===== config.mk =====
export PLATFORM = sky130hd
export DESIGN_NAME = blocsr_top
export DESIGN_NICKNAME = d
export VERILOG_FILES = /design/src/inc/blocsr_pkg.sv /design/src/rtl/blocsr_f2i.sv /design/src/rtl/blocsr_i2f.sv /design/src/rtl/blocsr_top.sv
export SDC_FILE = /design/constraint.sdc
export NUM_CORES = 1
export LEC_CHECK = 0
export ABC_CLOCK_PERIOD_IN_PS = 7100
export BUFFER_PORTS_ARGS = -buffer_cell sky130_fd_sc_hd__buf_2
export CAP_MARGIN = 20
export CORE_MARGIN = 2
export CORE_UTILIZATION = 25
export DETAILED_ROUTE_END_ITERATION = 12
export PLACE_DENSITY = 0.4
export SLEW_MARGIN = 20
export SYNTH_ARGS = -nofsm -noshare
export SYNTH_HDL_FRONTEND = slang
export SYNTH_SLANG_ARGS = --single-unit

===== constraint.sdc =====
create_clock -name clock -period 7.1 [get_ports clock]
set_clock_uncertainty 0.15 [all_clocks]
set_input_delay 0.71 -clock clock [delete_from_list [all_inputs] [get_ports clock]]
set_output_delay 0.71 -clock clock [all_outputs]
set_load 0.05 [all_outputs]

===== src/inc/blocsr_pkg.sv =====
// constants and types for the black-level offset register group
//
// Overview of operation
// - The one-byte status field reads 0x00 when unavailable, 0x01 when available and valid, 0x80 when a stored value is out of range.
// - The out-of-range code is shown whenever the group is available and the held value lies outside its present limits or holds a fraction.
// - Writing a four-byte float to relative position 0x0001 sets the offset as a percentage.
// - The float setting spans -100 to +100 in whole steps, possibly narrowed by related settings.
// - The read-only float at 0x0005 holds the lowest permitted setting, tracking the limits.
// - The read-only float at 0x0009 holds the highest permitted setting, tracking the limits.
// - Writing an integer to the two-byte field at 0x000D sets the offset directly.
// - The integer setting spans -100 to +100 in unit steps, possibly narrowed by related settings.
// - The integer offset is a sixteen-bit two's-complement quantity.
// - The first byte of the integer field is the low half and the second byte the high half.
// - Read-only fields at 0x000F and 0x0011 give the integer lower and upper limits, low byte first.
package blocsr_pkg;
    // printed offsets are not word multiples, so they are indices (byte address = 4 * index)
    localparam logic [4:0]  IDX_STATUS    = 5'h00;
    localparam logic [4:0]  IDX_PCT_SET   = 5'h01;
    localparam logic [4:0]  IDX_PCT_MIN   = 5'h05;
    localparam logic [4:0]  IDX_PCT_MAX   = 5'h09;
    localparam logic [4:0]  IDX_INT_SET   = 5'h0D;
    localparam logic [4:0]  IDX_INT_MIN   = 5'h0F;
    localparam logic [4:0]  IDX_INT_MAX   = 5'h11;
    localparam logic [4:0]  IDX_AVAIL     = 5'h14;
    localparam int          ADDR_W        = 7;
    // status codes
    localparam logic [7:0]  STAT_NONE     = 8'h00;
    localparam logic [7:0]  STAT_OK       = 8'h01;
    localparam logic [7:0]  STAT_RANGE    = 8'h80;
    // nominal range and reset values
    localparam logic [15:0] LVL_MIN_NOM   = 16'hFF9C;
    localparam logic [15:0] LVL_MAX_NOM   = 16'h0064;
    localparam logic [15:0] LVL_RESET     = 16'h0000;
    localparam logic        AVAIL_RESET   = 1'b1;
    // float layout
    localparam int          F_SIGN        = 31;
    localparam int          F_EXP_LSB     = 23;
    localparam logic [7:0]  F_BIAS        = 8'h7F;
    localparam logic [31:0] RD_UNMAPPED   = 32'h0000_0000;

    typedef enum logic [2:0] {
        BLOCSR_IDLE = 3'b001,
        BLOCSR_CONV = 3'b010,
        BLOCSR_DONE = 3'b100
    } blocsr_state_e;
endpackage


===== src/rtl/blocsr_f2i.sv =====
`timescale 1ns/1ps
// single-precision float to 16-bit integer, truncating, saturating
module blocsr_f2i (
    input  wire logic [31:0] fval,
    output logic      [15:0] ival,
    output logic             frac
);
    import blocsr_pkg::*;
    logic [7:0]  ex;
    logic [23:0] man;
    logic [38:0] sh;
    logic [15:0] mag;
    // shift the mantissa by the unbiased exponent; anything >= 2^15 saturates
    always_comb begin
        ex   = fval[30:F_EXP_LSB];
        man  = {1'b1, fval[22:0]};
        sh   = '0;
        mag  = '0;
        frac = 1'b0;
        if (ex >= F_BIAS && ex < 8'h8E) begin
            sh   = {15'h0, man} << (ex - F_BIAS);
            mag  = {1'b0, sh[37:23]};
            frac = |sh[22:0];
        end else if (ex >= 8'h8E) begin
            mag = 16'h7FFF;
        end else if (ex != 8'h00) begin
            frac = 1'b1;
        end
        ival = fval[F_SIGN] ? 16'(-mag) : mag;
    end
endmodule


===== src/rtl/blocsr_i2f.sv =====
`timescale 1ns/1ps
// 16-bit signed integer to single-precision float, exact
module blocsr_i2f (
    input  wire logic [15:0] ival,
    output logic      [31:0] fval
);
    import blocsr_pkg::*;
    logic [15:0] mag;
    logic [4:0]  msb;
    logic [15:0] norm;
    // any 16-bit integer fits the 24-bit mantissa, so no rounding
    always_comb begin
        mag  = ival[15] ? 16'(-ival) : ival;
        msb  = '0;
        for (int i = 0; i < 16; i++) begin
            if (mag[i]) begin
                msb = 5'(i);
            end
        end
        norm = mag << (5'd15 - msb);
        if (mag == 16'h0000) begin
            fval = 32'h0000_0000;
        end else begin
            fval = {ival[15], 8'(F_BIAS + {3'b000, msb}), norm[14:0], 8'h00};
        end
    end
endmodule


===== src/rtl/blocsr_top.sv =====
`timescale 1ns/1ps
// black-level offset register group behind an avalon-mm slave
module blocsr_top (
    input  wire logic                          clock,
    input  wire logic                          rst,
    input  wire logic [blocsr_pkg::ADDR_W-1:0] avs_address,
    input  wire logic                          avs_read,
    input  wire logic                          avs_write,
    input  wire logic [31:0]                   avs_writedata,
    input  wire logic [3:0]                    avs_byteenable,
    output logic      [31:0]                   avs_readdata,
    output logic                               avs_waitrequest,
    input  wire logic [15:0]                   lim_lo,
    input  wire logic [15:0]                   lim_hi,
    output logic      [15:0]                   level
);
    import blocsr_pkg::*;

    typedef struct packed {
        blocsr_state_e st;
        logic [15:0]   lvl;
        logic          frac;
        logic          avail;
        logic [31:0]   rdata;
    } blocsr_s;

    blocsr_s q, d;
    logic [4:0]  idx;
    logic [15:0] lo_eff, hi_eff, f2i_val;
    logic        f2i_frac, out_rng;
    logic [31:0] lvl_f, lo_f, hi_f, wr_merged, rd_val;
    logic [7:0]  status;

    assign idx = avs_address[ADDR_W-1:2];

    // effective limits: nominal range narrowed by the related-settings inputs
    // nominal integer span
    always_comb begin
        lo_eff = ($signed(lim_lo) > $signed(LVL_MIN_NOM)) ? lim_lo : LVL_MIN_NOM;
        hi_eff = ($signed(lim_hi) < $signed(LVL_MAX_NOM)) ? lim_hi : LVL_MAX_NOM;
    end

    // converter sees the incoming write data so a float write lands in one step
    blocsr_f2i u_f2i (
        .fval (wr_merged),
        .ival (f2i_val),
        .frac (f2i_frac)
    );

    blocsr_i2f u_i2f_lvl (
        .ival (q.lvl),
        .fval (lvl_f)
    );
    blocsr_i2f u_i2f_lo (
        .ival (lo_eff),
        .fval (lo_f)
    );
    blocsr_i2f u_i2f_hi (
        .ival (hi_eff),
        .fval (hi_f)
    );

    // range check over the held value
    assign out_rng = q.frac
                  || $signed(q.lvl) < $signed(lo_eff)
                  || $signed(q.lvl) > $signed(hi_eff);

    always_comb begin
        if (!q.avail) begin
            status = STAT_NONE;
        end else if (out_rng) begin
            status = STAT_RANGE;
        end else begin
            status = STAT_OK;
        end
    end

    // byte-enable merge of write data over the current float view
    always_comb begin
        for (int b = 0; b < 4; b++) begin
            wr_merged[b*8 +: 8] = avs_byteenable[b] ? avs_writedata[b*8 +: 8] : lvl_f[b*8 +: 8];
        end
    end

    // read mux; unmapped indices read zero
    always_comb begin
        if (idx == IDX_STATUS) begin
            rd_val = {24'h000000, status};
        end else if (idx == IDX_PCT_SET) begin
            rd_val = lvl_f;
        end else if (idx == IDX_PCT_MIN) begin
            rd_val = lo_f;
        end else if (idx == IDX_PCT_MAX) begin
            rd_val = hi_f;
        end else if (idx == IDX_INT_SET) begin
            rd_val = {16'h0000, q.lvl};
        end else if (idx == IDX_INT_MIN) begin
            rd_val = {16'h0000, lo_eff};
        end else if (idx == IDX_INT_MAX) begin
            rd_val = {16'h0000, hi_eff};
        end else if (idx == IDX_AVAIL) begin
            rd_val = {31'h0, q.avail};
        end else begin
            rd_val = RD_UNMAPPED;
        end
    end

    // two wait cycles per access: request seen in IDLE, stored in CONV, answered in DONE
    always_comb begin
        d = q;
        case (q.st)
            BLOCSR_IDLE: begin
                if (avs_read || avs_write) begin
                    d.st = BLOCSR_CONV;
                end
            end
            BLOCSR_CONV: begin
                d.st    = BLOCSR_DONE;
                d.rdata = rd_val;
                if (avs_write) begin
                    if (idx == IDX_PCT_SET) begin
                        // whole steps; a fraction is kept as out of range
                        d.lvl  = f2i_val;
                        d.frac = f2i_frac;
                    end else if (idx == IDX_INT_SET) begin
                        // two's-complement, byte lanes 0 low 1 high
                        if (avs_byteenable[0]) begin
                            d.lvl[7:0] = avs_writedata[7:0];
                        end
                        if (avs_byteenable[1]) begin
                            d.lvl[15:8] = avs_writedata[15:8];
                        end
                        d.frac = 1'b0;
                    end else if (idx == IDX_AVAIL && avs_byteenable[0]) begin
                        d.avail = avs_writedata[0];
                    end
                end
            end
            BLOCSR_DONE: begin
                d.st = BLOCSR_IDLE;
            end
            default: begin
                d.st = BLOCSR_IDLE;
            end
        endcase
    end

    // state register, synchronous reset
    always_ff @(posedge clock) begin
        if (rst) begin
            q.st    <= BLOCSR_IDLE;
            q.lvl   <= LVL_RESET;
            q.frac  <= 1'b0;
            q.avail <= AVAIL_RESET;
            q.rdata <= 32'h0000_0000;
        end else begin
            q <= d;
        end
    end

    // waitrequest low during a request only in DONE, so the master holds for two edges
    assign avs_waitrequest = (avs_read || avs_write) && (q.st != BLOCSR_DONE);
    assign avs_readdata    = q.rdata;
    assign level           = q.lvl;

    status_zero_a: assert property (@(posedge clock) disable iff (rst)
        !q.avail |-> status == STAT_NONE)
        else $error("status not zero while unavailable");

    range_flag_a: assert property (@(posedge clock) disable iff (rst)
        (q.avail && ($signed(q.lvl) > $signed(hi_eff))) |-> status == STAT_RANGE)
        else $error("out-of-range level not flagged");

    status_ok_a: assert property (@(posedge clock) disable iff (rst)
        (q.avail && !q.frac && $signed(q.lvl) >= $signed(lo_eff)
         && $signed(q.lvl) <= $signed(hi_eff)) |-> status == STAT_OK)
        else $error("valid level not reported ok");

    // integer write lands two edges after request
    int_write_a: assert property (@(posedge clock) disable iff (rst)
        (q.st == BLOCSR_CONV && avs_write && idx == IDX_INT_SET && avs_byteenable[1:0] == 2'b11)
        |=> q.lvl == $past(avs_writedata[15:0]))
        else $error("integer write not stored");

    // float write of twenty gives level twenty
    float_write_a: assert property (@(posedge clock) disable iff (rst)
        (q.st == BLOCSR_CONV && avs_write && idx == IDX_PCT_SET
         && avs_byteenable == 4'hF && avs_writedata == 32'h41A0_0000)
        |=> q.lvl == 16'h0014)
        else $error("float write of 20 not stored");

    // float view tracks the shared level
    shared_view_a: assert property (@(posedge clock) disable iff (rst)
        (q.lvl == 16'hFFEC) |-> lvl_f == 32'hC1A0_0000)
        else $error("float view disagrees with level");

    limit_bound_a: assert property (@(posedge clock) disable iff (rst)
        $signed(lo_eff) >= $signed(LVL_MIN_NOM) && $signed(hi_eff) <= $signed(LVL_MAX_NOM))
        else $error("limit outside nominal range");

    // bus answer: request answered exactly on the third edge
    bus_answer_a: assert property (@(posedge clock) disable iff (rst)
        (q.st == BLOCSR_IDLE && (avs_read || avs_write)) |-> ##2 !avs_waitrequest)
        else $error("bus answer timing wrong");

    range_low_a: assert property (@(posedge clock) disable iff (rst)
        (q.avail && ($signed(q.lvl) < $signed(lo_eff))) |-> status == STAT_RANGE)
        else $error("below-range level not flagged");

    frac_flag_a: assert property (@(posedge clock) disable iff (rst)
        (q.avail && q.frac) |-> status == STAT_RANGE)
        else $error("fractional setting not flagged");

    // only the three documented codes appear
    status_code_a: assert property (@(posedge clock) disable iff (rst)
        status == STAT_NONE || status == STAT_OK || status == STAT_RANGE)
        else $error("status code outside the known set");

    // low-lane write keeps the high byte
    lo_byte_a: assert property (@(posedge clock) disable iff (rst)
        (q.st == BLOCSR_CONV && avs_write && idx == IDX_INT_SET && avs_byteenable[1:0] == 2'b01)
        |=> q.lvl == {$past(q.lvl[15:8]), $past(avs_writedata[7:0])})
        else $error("low byte write wrong");

    // high-lane write keeps the low byte
    hi_byte_a: assert property (@(posedge clock) disable iff (rst)
        (q.st == BLOCSR_CONV && avs_write && idx == IDX_INT_SET && avs_byteenable[1:0] == 2'b10)
        |=> q.lvl == {$past(avs_writedata[15:8]), $past(q.lvl[7:0])})
        else $error("high byte write wrong");

    // writes elsewhere leave the setting alone
    ro_write_a: assert property (@(posedge clock) disable iff (rst)
        (q.st == BLOCSR_CONV && avs_write && idx != IDX_PCT_SET && idx != IDX_INT_SET)
        |=> $stable(q.lvl))
        else $error("read-only write changed the level");

    avail_write_a: assert property (@(posedge clock) disable iff (rst)
        (q.st == BLOCSR_CONV && avs_write && idx == IDX_AVAIL && avs_byteenable[0])
        |=> q.avail == $past(avs_writedata[0]))
        else $error("availability write not stored");

    // sign bit gives a negative setting
    float_neg_a: assert property (@(posedge clock) disable iff (rst)
        (q.st == BLOCSR_CONV && avs_write && idx == IDX_PCT_SET
         && avs_byteenable == 4'hF && avs_writedata == 32'hC248_0000)
        |=> q.lvl == 16'hFFCE)
        else $error("float write of -50 not stored");

    // float minimum at nominal when not narrowed
    pct_min_read_a: assert property (@(posedge clock) disable iff (rst)
        (q.st == BLOCSR_CONV && avs_read && idx == IDX_PCT_MIN
         && $signed(lim_lo) <= $signed(LVL_MIN_NOM))
        |=> avs_readdata == 32'hC2C8_0000)
        else $error("float minimum not -100");

    // float maximum at nominal when not narrowed
    pct_max_read_a: assert property (@(posedge clock) disable iff (rst)
        (q.st == BLOCSR_CONV && avs_read && idx == IDX_PCT_MAX
         && $signed(lim_hi) >= $signed(LVL_MAX_NOM))
        |=> avs_readdata == 32'h42C8_0000)
        else $error("float maximum not +100");

    // integer minimum inside the nominal span
    int_min_read_a: assert property (@(posedge clock) disable iff (rst)
        (q.st == BLOCSR_CONV && avs_read && idx == IDX_INT_MIN)
        |=> $signed(avs_readdata[15:0]) >= $signed(LVL_MIN_NOM)
            && avs_readdata[31:16] == 16'h0000)
        else $error("integer minimum read wrong");

    // integer maximum inside the nominal span
    int_max_read_a: assert property (@(posedge clock) disable iff (rst)
        (q.st == BLOCSR_CONV && avs_read && idx == IDX_INT_MAX)
        |=> $signed(avs_readdata[15:0]) <= $signed(LVL_MAX_NOM)
            && avs_readdata[31:16] == 16'h0000)
        else $error("integer maximum read wrong");

    // integer field reads low byte first, upper lanes clear
    int_set_read_a: assert property (@(posedge clock) disable iff (rst)
        (q.st == BLOCSR_CONV && avs_read && idx == IDX_INT_SET)
        |=> avs_readdata == {16'h0000, $past(q.lvl)})
        else $error("integer setting read wrong");

    // zero setting reads as float zero
    pct_zero_a: assert property (@(posedge clock) disable iff (rst)
        (q.st == BLOCSR_CONV && avs_read && idx == IDX_PCT_SET
         && q.lvl == 16'h0000)
        |=> avs_readdata == 32'h0000_0000)
        else $error("zero setting not read as float zero");
endmodule


# Word level (Yosys, flattened, before mapping)
# Cells that the tools add are included.
[word_totals]
register_bits = 53
input_bits = 79
output_inout_bits = 49
[op_classes]
add_sub_neg = 11
order_cmp = 7
n_eq_ne = 11
shift = 4
mux = 79
bitwise = 2
reduce_logical = 19
[op_table]
columns = ["op", "n"]
rows = [
  ["32-bit two-way mux", 7],
  ["16-bit two-way mux", 10],
  ["4-bit two-way mux", 24],
  ["8-bit two-way mux", 8],
  ["16-bit negation", 4],
  ["16-bit zero test", 3],
  ["16-bit by 5-bit << shifter with 15-bit output", 3],
  ["3-bit two-way mux", 13],
  ["24-bit by 8-bit << shifter with 38-bit output", 1],
  ["17-bit two-way mux", 2],
  ["7-bit by 4-bit adder with 8-bit output (first input constant)", 3],
  ["23-bit OR reduction", 1],
  ["16-bit greater-than comparator", 1],
  ["16-bit by 8-bit greater-than comparator with 1-bit output (second input constant)", 1],
  ["16-bit less-than comparator", 1],
  ["16-bit by 8-bit less-than comparator with 1-bit output (second input constant)", 1],
  ["5-bit by 4-bit == test with 1-bit output (second input constant)", 3],
  ["15-bit two-way mux", 1],
  ["4-bit by 4-bit subtractor with 5-bit output (first input constant)", 3],
  ["2-bit two-way mux", 6],
  ["5-bit == test (second input constant)", 2],
  ["8-bit by 7-bit greater-or-equal comparator with 1-bit output (second input constant)", 1],
  ["8-bit greater-or-equal comparator (second input constant)", 1],
  ["8-bit less-than comparator (second input constant)", 1],
  ["18 further kinds", 32],
]

# Depth between registers and ports, before layout
[logic_depth]
ltp_word = 27
mapped_depth = 34
mapped_depth_nobuf = 28

# Modules after synthesis
# From an unflattened synthesis, not the netlist that was laid out.
[unflattened]
cells_unflattened = 1703
hier_area_um2 = 12351.8
[modules_own_cells]
columns = ["module", "instances", "cells_per_inst", "area_each_um2"]
rows = [
  ["blocsr_top", 1, 646, 4934.7],
  ["blocsr_i2f", 3, 243, 1641.6],
  ["blocsr_f2i", 1, 328, 2492.4],
]

# Least setup slack after synthesis
# OpenSTA, ideal clock, no wires.
[synth_path]
path_type = "reg2reg"
start = "register q, in the netlist level[0]"
end = "register q, in the netlist level[13]"
setup_time_ps = 103
t_arrival_ps = 7245
required_ps = 6847
path_slack_ps = -398
stages_incl_launch_ff = 33
path_buffers = 6
period_less_slack_ps = 7498
path_cell_list = "dfxtp_1 > clkbuf_1 > clkbuf_1 > inv_1 > ha_1 > clkbuf_1 > or3b_2 > o32a_1 > o221ai_4 > and3_1 > buf_2 > o21ai_0 > nand2_1 > inv_1 > buf_2 > ha_1 > mux2i_1 > o41a_1 > ha_1 > inv_1 > nor4_1 > nor2_1 > clkbuf_1 > a311oi_1 > a21o_1 > mux2i_1 > a221oi_1 > nor2_1 > a211oi_4 > nand4bb_4 > mux2i_1 > or4_1 > a2111oi_2"
[synth_via]
elab_chain_cells = 26
word_cells_on_any_way = 36
cone_classes = "add/sub: 5; order compare: 3; shift: 2; mux: 24; reduce/logical: 2"
[synth_rtl]
columns = ["item", "line", "rtl"]
rows = [
  ["start: declaration", "blocsr_top.sv:27", "blocsr_s q, d;"],
  ["16-bit negation", "blocsr_i2f.sv:13", "mag = ival[15] ? 16'(-ival) : ival;"],
  ["16-bit two-way mux (*)", "blocsr_i2f.sv:13", ""],
  ["1-bit two-way mux", "blocsr_i2f.sv:16", "if (mag[i]) begin"],
  ["2-bit two-way mux (2 in a row)", "blocsr_i2f.sv:16", ""],
  ["3-bit two-way mux (4 in a row)", "blocsr_i2f.sv:16", ""],
  ["4-bit two-way mux (8 in a row)", "blocsr_i2f.sv:16", ""],
  ["7-bit by 4-bit adder with 8-bit output or 4-bit by 4-bit subtractor with 5-bit output (tied branches)", "blocsr_i2f.sv:24, blocsr_i2f.sv:20", ""],
  ["32-bit two-way mux (*)", "blocsr_i2f.sv:21", "if (mag == 16'h0000) begin"],
  ["8-bit two-way mux or 32-bit two-way mux (tied branches)", "blocsr_top.sv:81, blocsr_i2f.sv:21", ""],
  ["8-bit by 7-bit subtractor with 8-bit output (tied with other cells)", "blocsr_f2i.sv:21", "sh = {15'h0, man} << (ex - F_BIAS);"],
  ["24-bit by 8-bit << shifter with 38-bit output (tied with other cells)", "blocsr_f2i.sv:21", ""],
  ["16-bit two-way mux", "blocsr_f2i.sv:20", "if (ex >= F_BIAS && ex < 8'h8E) begin"],
  ["16-bit negation", "blocsr_f2i.sv:29", "ival = fval[F_SIGN] ? 16'(-mag) : mag;"],
  ["16-bit two-way mux (*)", "blocsr_f2i.sv:29", ""],
  ["17-bit two-way mux (*)", "blocsr_top.sv:121", "if (idx == IDX_PCT_SET) begin"],
]
# Every way passes the cells marked *; elsewhere a longest branch is shown, timed or not.
# A chain may end at the register's enable or synchronous reset.

# Worst setup path after layout
[layout_path]
start = "register q, in the netlist level[2]"
end = "register q, in the netlist level[13]"
[layout_via]
elab_chain_cells = 25
word_cells_on_any_way = 35
cone_classes = "add/sub: 5; order compare: 3; shift: 2; mux: 23; reduce/logical: 2"
[layout_rtl]
columns = ["item", "line"]
rows = [
  ["16-bit negation", "blocsr_i2f.sv:13"],
  ["16-bit two-way mux (*)", "blocsr_i2f.sv:13"],
  ["2-bit two-way mux (2 in a row)", "blocsr_i2f.sv:16"],
  ["3-bit two-way mux (4 in a row)", "blocsr_i2f.sv:16"],
  ["4-bit two-way mux (8 in a row)", "blocsr_i2f.sv:16"],
  ["7-bit by 4-bit adder with 8-bit output or 4-bit by 4-bit subtractor with 5-bit output (tied branches)", "blocsr_i2f.sv:24, blocsr_i2f.sv:20"],
  ["32-bit two-way mux (*)", "blocsr_i2f.sv:21"],
  ["8-bit two-way mux or 32-bit two-way mux (tied branches)", "blocsr_top.sv:81, blocsr_i2f.sv:21"],
  ["8-bit by 7-bit subtractor with 8-bit output (tied with other cells)", "blocsr_f2i.sv:21"],
  ["24-bit by 8-bit << shifter with 38-bit output (tied with other cells)", "blocsr_f2i.sv:21"],
  ["16-bit two-way mux", "blocsr_f2i.sv:20"],
  ["16-bit negation", "blocsr_f2i.sv:29"],
  ["16-bit two-way mux (*)", "blocsr_f2i.sv:29"],
  ["17-bit two-way mux (*)", "blocsr_top.sv:121"],
]
# Marks and branches as above.

==> flow_summary.json <==
{
  "outcome": "finished, final reports clean",
  "critPathArrivalTime_ns": 6.88,
  "grt_max_degree": 47,
  "synth_top_area_share_pct": 9.03,
  "final_nets": 1967,
  "synthTopCellsByArea": "dfxtp_1 (9.0%), nor2_1 (6.5%), nand2_1 (5.4%), mux2i_1 (5.2%), a21oi_1 (5.0%)",
  "peakVddDrop_mv": 0.0783,
  "ys_ff_latch": 52,
  "worstMarginPinSlew_ns": 1.10,
  "antenna_found_initial": 0,
  "cts_tree": "yes",
  "die_y_um": 219,
  "slew_headroom_pct": 27.0,
  "crit_slowest_cell": "or4_4",
  "syn_area_sq_um": 11500,
  "cts_buffers": 5,
  "area_growth_pct": 16.9,
  "grt_pass1_wl_mm": 91.7,
  "drt-initial-drc-count": 1551,
  "postRouteAntennaNets": 0,
  "static-leakage-power_nw": 5.43,
  "clk_pin_slew_ns": 0.08,
  "fin_setup_tns_ns": 0,
  "drc": 0,
  "min-delay-start": "avs_readdata[16]$_SDFFE_PP0N_",
  "synth_edf_count": 0,
  "r2r_start": "level[2]$_SDFFE_PP0P_",
  "synthArstFlopShare_pct": 0,
  "cts_buffer_depth": 2,
  "fmax_mhz": 147,
  "first_pass_iters": 9,
  "crit_path_start_kind": "flop",
  "power.density_nw_per_um2": 101,
  "antennaDiodeCount": 0,
  "worstPathCellList": "or4_4 -> buf_4 -> nor4_1 -> nor4_1 -> buf_4 -> or3_1 -> o41a_1 -> and2_1 -> buf_4 -> inv_2 -> mux2i_2 -> a21oi_1 -> a2111oi_0 -> buf_4 -> o32ai_1 -> a2111oi_4 -> a211oi_4 -> nand4bb_4 -> mux2i_1 -> or4_1 -> a2111oi_2",
  "synth_nets": 1853,
  "gp_congestion": 0.990,
  "cts.sinks": 52,
  "clk_latency_ns": 0.32,
  "cp_slowest_stage_delay_ns": 0.60,
  "dr_total_vias": 14900,
  "hold_class": "flop to flop",
  "slew_violations": 0,
  "synth-main-ff-cell": "dfxtp_1",
  "wl_per_cell_um": 25.5,
  "routed_wl_mm": 62.4,
  "layout-drive-gt1-share_pct": 20.3,
  "period_needed_ns": 6.83,
  "final-setup-viol-count": 0,
  "fin_crit_sh_pct": 96.1,
  "root_buffer": "clkbuf_16",
  "die_width_um": 219,
  "crit_required_ns": 7.16,
  "dieArea_sq_um": 47900,
  "hold_violations": 0,
  "global_route.usage.total_pct": 25.2,
  "core-area_sq_um": 45500,
  "fillers": 5139,
  "critPathLaunch": "level[2]$_SDFFE_PP0P_",
  "synth_top_area_cell": "dfxtp_1",
  "start_util_pct": 25.4,
  "worstPathMaxFanout": 22,
  "synth.most_common_cell": "nor2_1",
  "vias_per_cell": 6.08,
  "synth_seq_area_share_pct": 9.03,
  "boundaryPins": 128,
  "fin_util_pct": 29.7,
  "synthCells": 1730,
  "netlist_top_cells_count": "nor2_1 (199), nand2_1 (167), a21oi_1 (115)",
  "htree_levels": 2,
  "grt_setup_unrepaired": "true",
  "end_kind": "flop",
  "rows": 78,
  "crit_type": "flop to flop",
  "yosysUniqueCellTypes": 104,
  "grt_pass1_vias": 14000,
  "dp_hpwl_mm": 50.9,
  "maxCapViolations": 0,
  "place.port_buffers": 125,
  "yosysWarningCount": 0,
  "grt.overflow.total": 0,
  "worst_path_most_repeated_cell": "buf_4",
  "avgSynthCellArea_sq_um": 6.67
}
==> what timing repair did <==
| action | 4_1_cts | 5_1_grt |
|---|---|---|
| gates resized for setup | 0 | 18 |
| hold buffers | 0 | 0 |
| buffers inserted | 0 | 3 |
| setup endpoints to repair | 0 | 11 |
==> worst max-delay path: cells and delay by family, from the launching register on <==
family | cells | cell delay [ns]
flip-flops | 1 | 0.38
buffers and inverters | 5 | 1.04
AND/OR/NAND/NOR | 7 | 2.46
multiplexers | 2 | 0.63
AO/OA/AOI/OAI | 7 | 2.05
==> path summary, 6_finish.rpt <==
path	to	slack, ns	cells after the start
hold reg to reg	avs_readdata[16]$_SDFFE_PP0N_	0.31	2
setup reg to reg	level[13]$_SDFFE_PP0P_	0.27	21
hold / removal	avs_readdata[16]$_SDFFE_PP0N_	0.31	2
setup / recovery	level[13]$_SDFFE_PP0P_	0.27	21
==> logic make-up after synthesis <==
kind of cell / Yosys count / share of synthesized area (%)
AND/OR/NAND/NOR: 700 / 29.8
AO/OA/AOI/OAI: 614 / 38.5
buffers and inverters: 212 / 8.90
multiplexers: 68 / 5.99
flip-flops: 52 / 9.03
adder cells (fa/ha/maj): 44 / 4.77
XOR/XNOR: 40 / 3.04
==> sequential cells by signal, indices dropped and copies added, names as in the netlist <==
register,flops
avs_readdata,31
level,16
q,5
==> through the flow <==
step           setup slack, ns  total power [mW]  cells  hold WS, ns  area (sq um)
2_1_floorplan          0.00957             0.795   1730        0.287         11600
3_3_place_gp             0.125              1.07   2434        0.306         13200
3_5_place_dp             0.181              1.06   2434        0.303         13200
4_1_cts                  0.146              1.34   2442        0.315         13400
5_1_grt                -0.0116              1.43   2445        0.338         13500
6_report                 0.274              1.36   2445        0.310         13500
==> per-layer routing <==
metal	GRT usage, %	vias up	share of wire, %	routed length [um]
li1	-	6818	-	-
met1	34.0	7197	44	27500
met2	41.3	723	45	28300
met3	1.25	134	5.4	3390
met4	11.8	0	5.2	3240
met5	0	-	0	0
==> area by class of cell <==
cell class | count | area (sq um) | share of cell area [%]
Inverter | 41 | 154 | 1.14
Clock buffer | 5 | 125 | 0.928
Timing Repair Buffer | 278 | 1790 | 13.2
Clock inverter | 3 | 28.8 | 0.213
Tap cell | 600 | 751 | 5.57
Multi-Input combinational cell | 1466 | 9600 | 71.2
Sequential cell | 52 | 1040 | 7.73
==> layout by cell type, fill, tap and decap left out, types with 15 or more instances in the layout <==
| cell type | instances |
|---|---|
| buf_4 | 152 |
| nand4_1 | 35 |
| a22oi_1 | 17 |
| a21oi_1 | 114 |
| and3_1 | 17 |
| o211ai_1 | 17 |
| xnor2_1 | 24 |
| ha_1 | 44 |
| mux2i_1 | 59 |
| nand2b_1 | 34 |
| o21ai_0 | 101 |
| nand2_1 | 166 |
| a31oi_1 | 32 |
| nor4_1 | 22 |
| nor2_1 | 198 |
| o22ai_1 | 25 |
| o31ai_1 | 19 |
| xor2_1 | 15 |
| nor2b_1 | 23 |
| o221ai_1 | 18 |
| and2_1 | 18 |
| dfxtp_1 | 51 |
| nor3_1 | 53 |
| a211oi_1 | 32 |
| nand3_1 | 58 |
| a32oi_1 | 15 |
| buf_2 | 125 |
| inv_1 | 38 |
==> power by group <==
| group | leakage (nW) | internal, mW | total (mW) | switching, mW |
|---|---|---|---|---|
| logic | 4.94 | 0.261 | 0.773 | 0.512 |
| registers | 0.421 | 0.300 | 0.305 | 0.00554 |
| clock network | 0.0767 | 0.137 | 0.279 | 0.142 |
| total | 5.43 | 0.697 | 1.36 | 0.660 |
(Power assumes the default switching activity.)
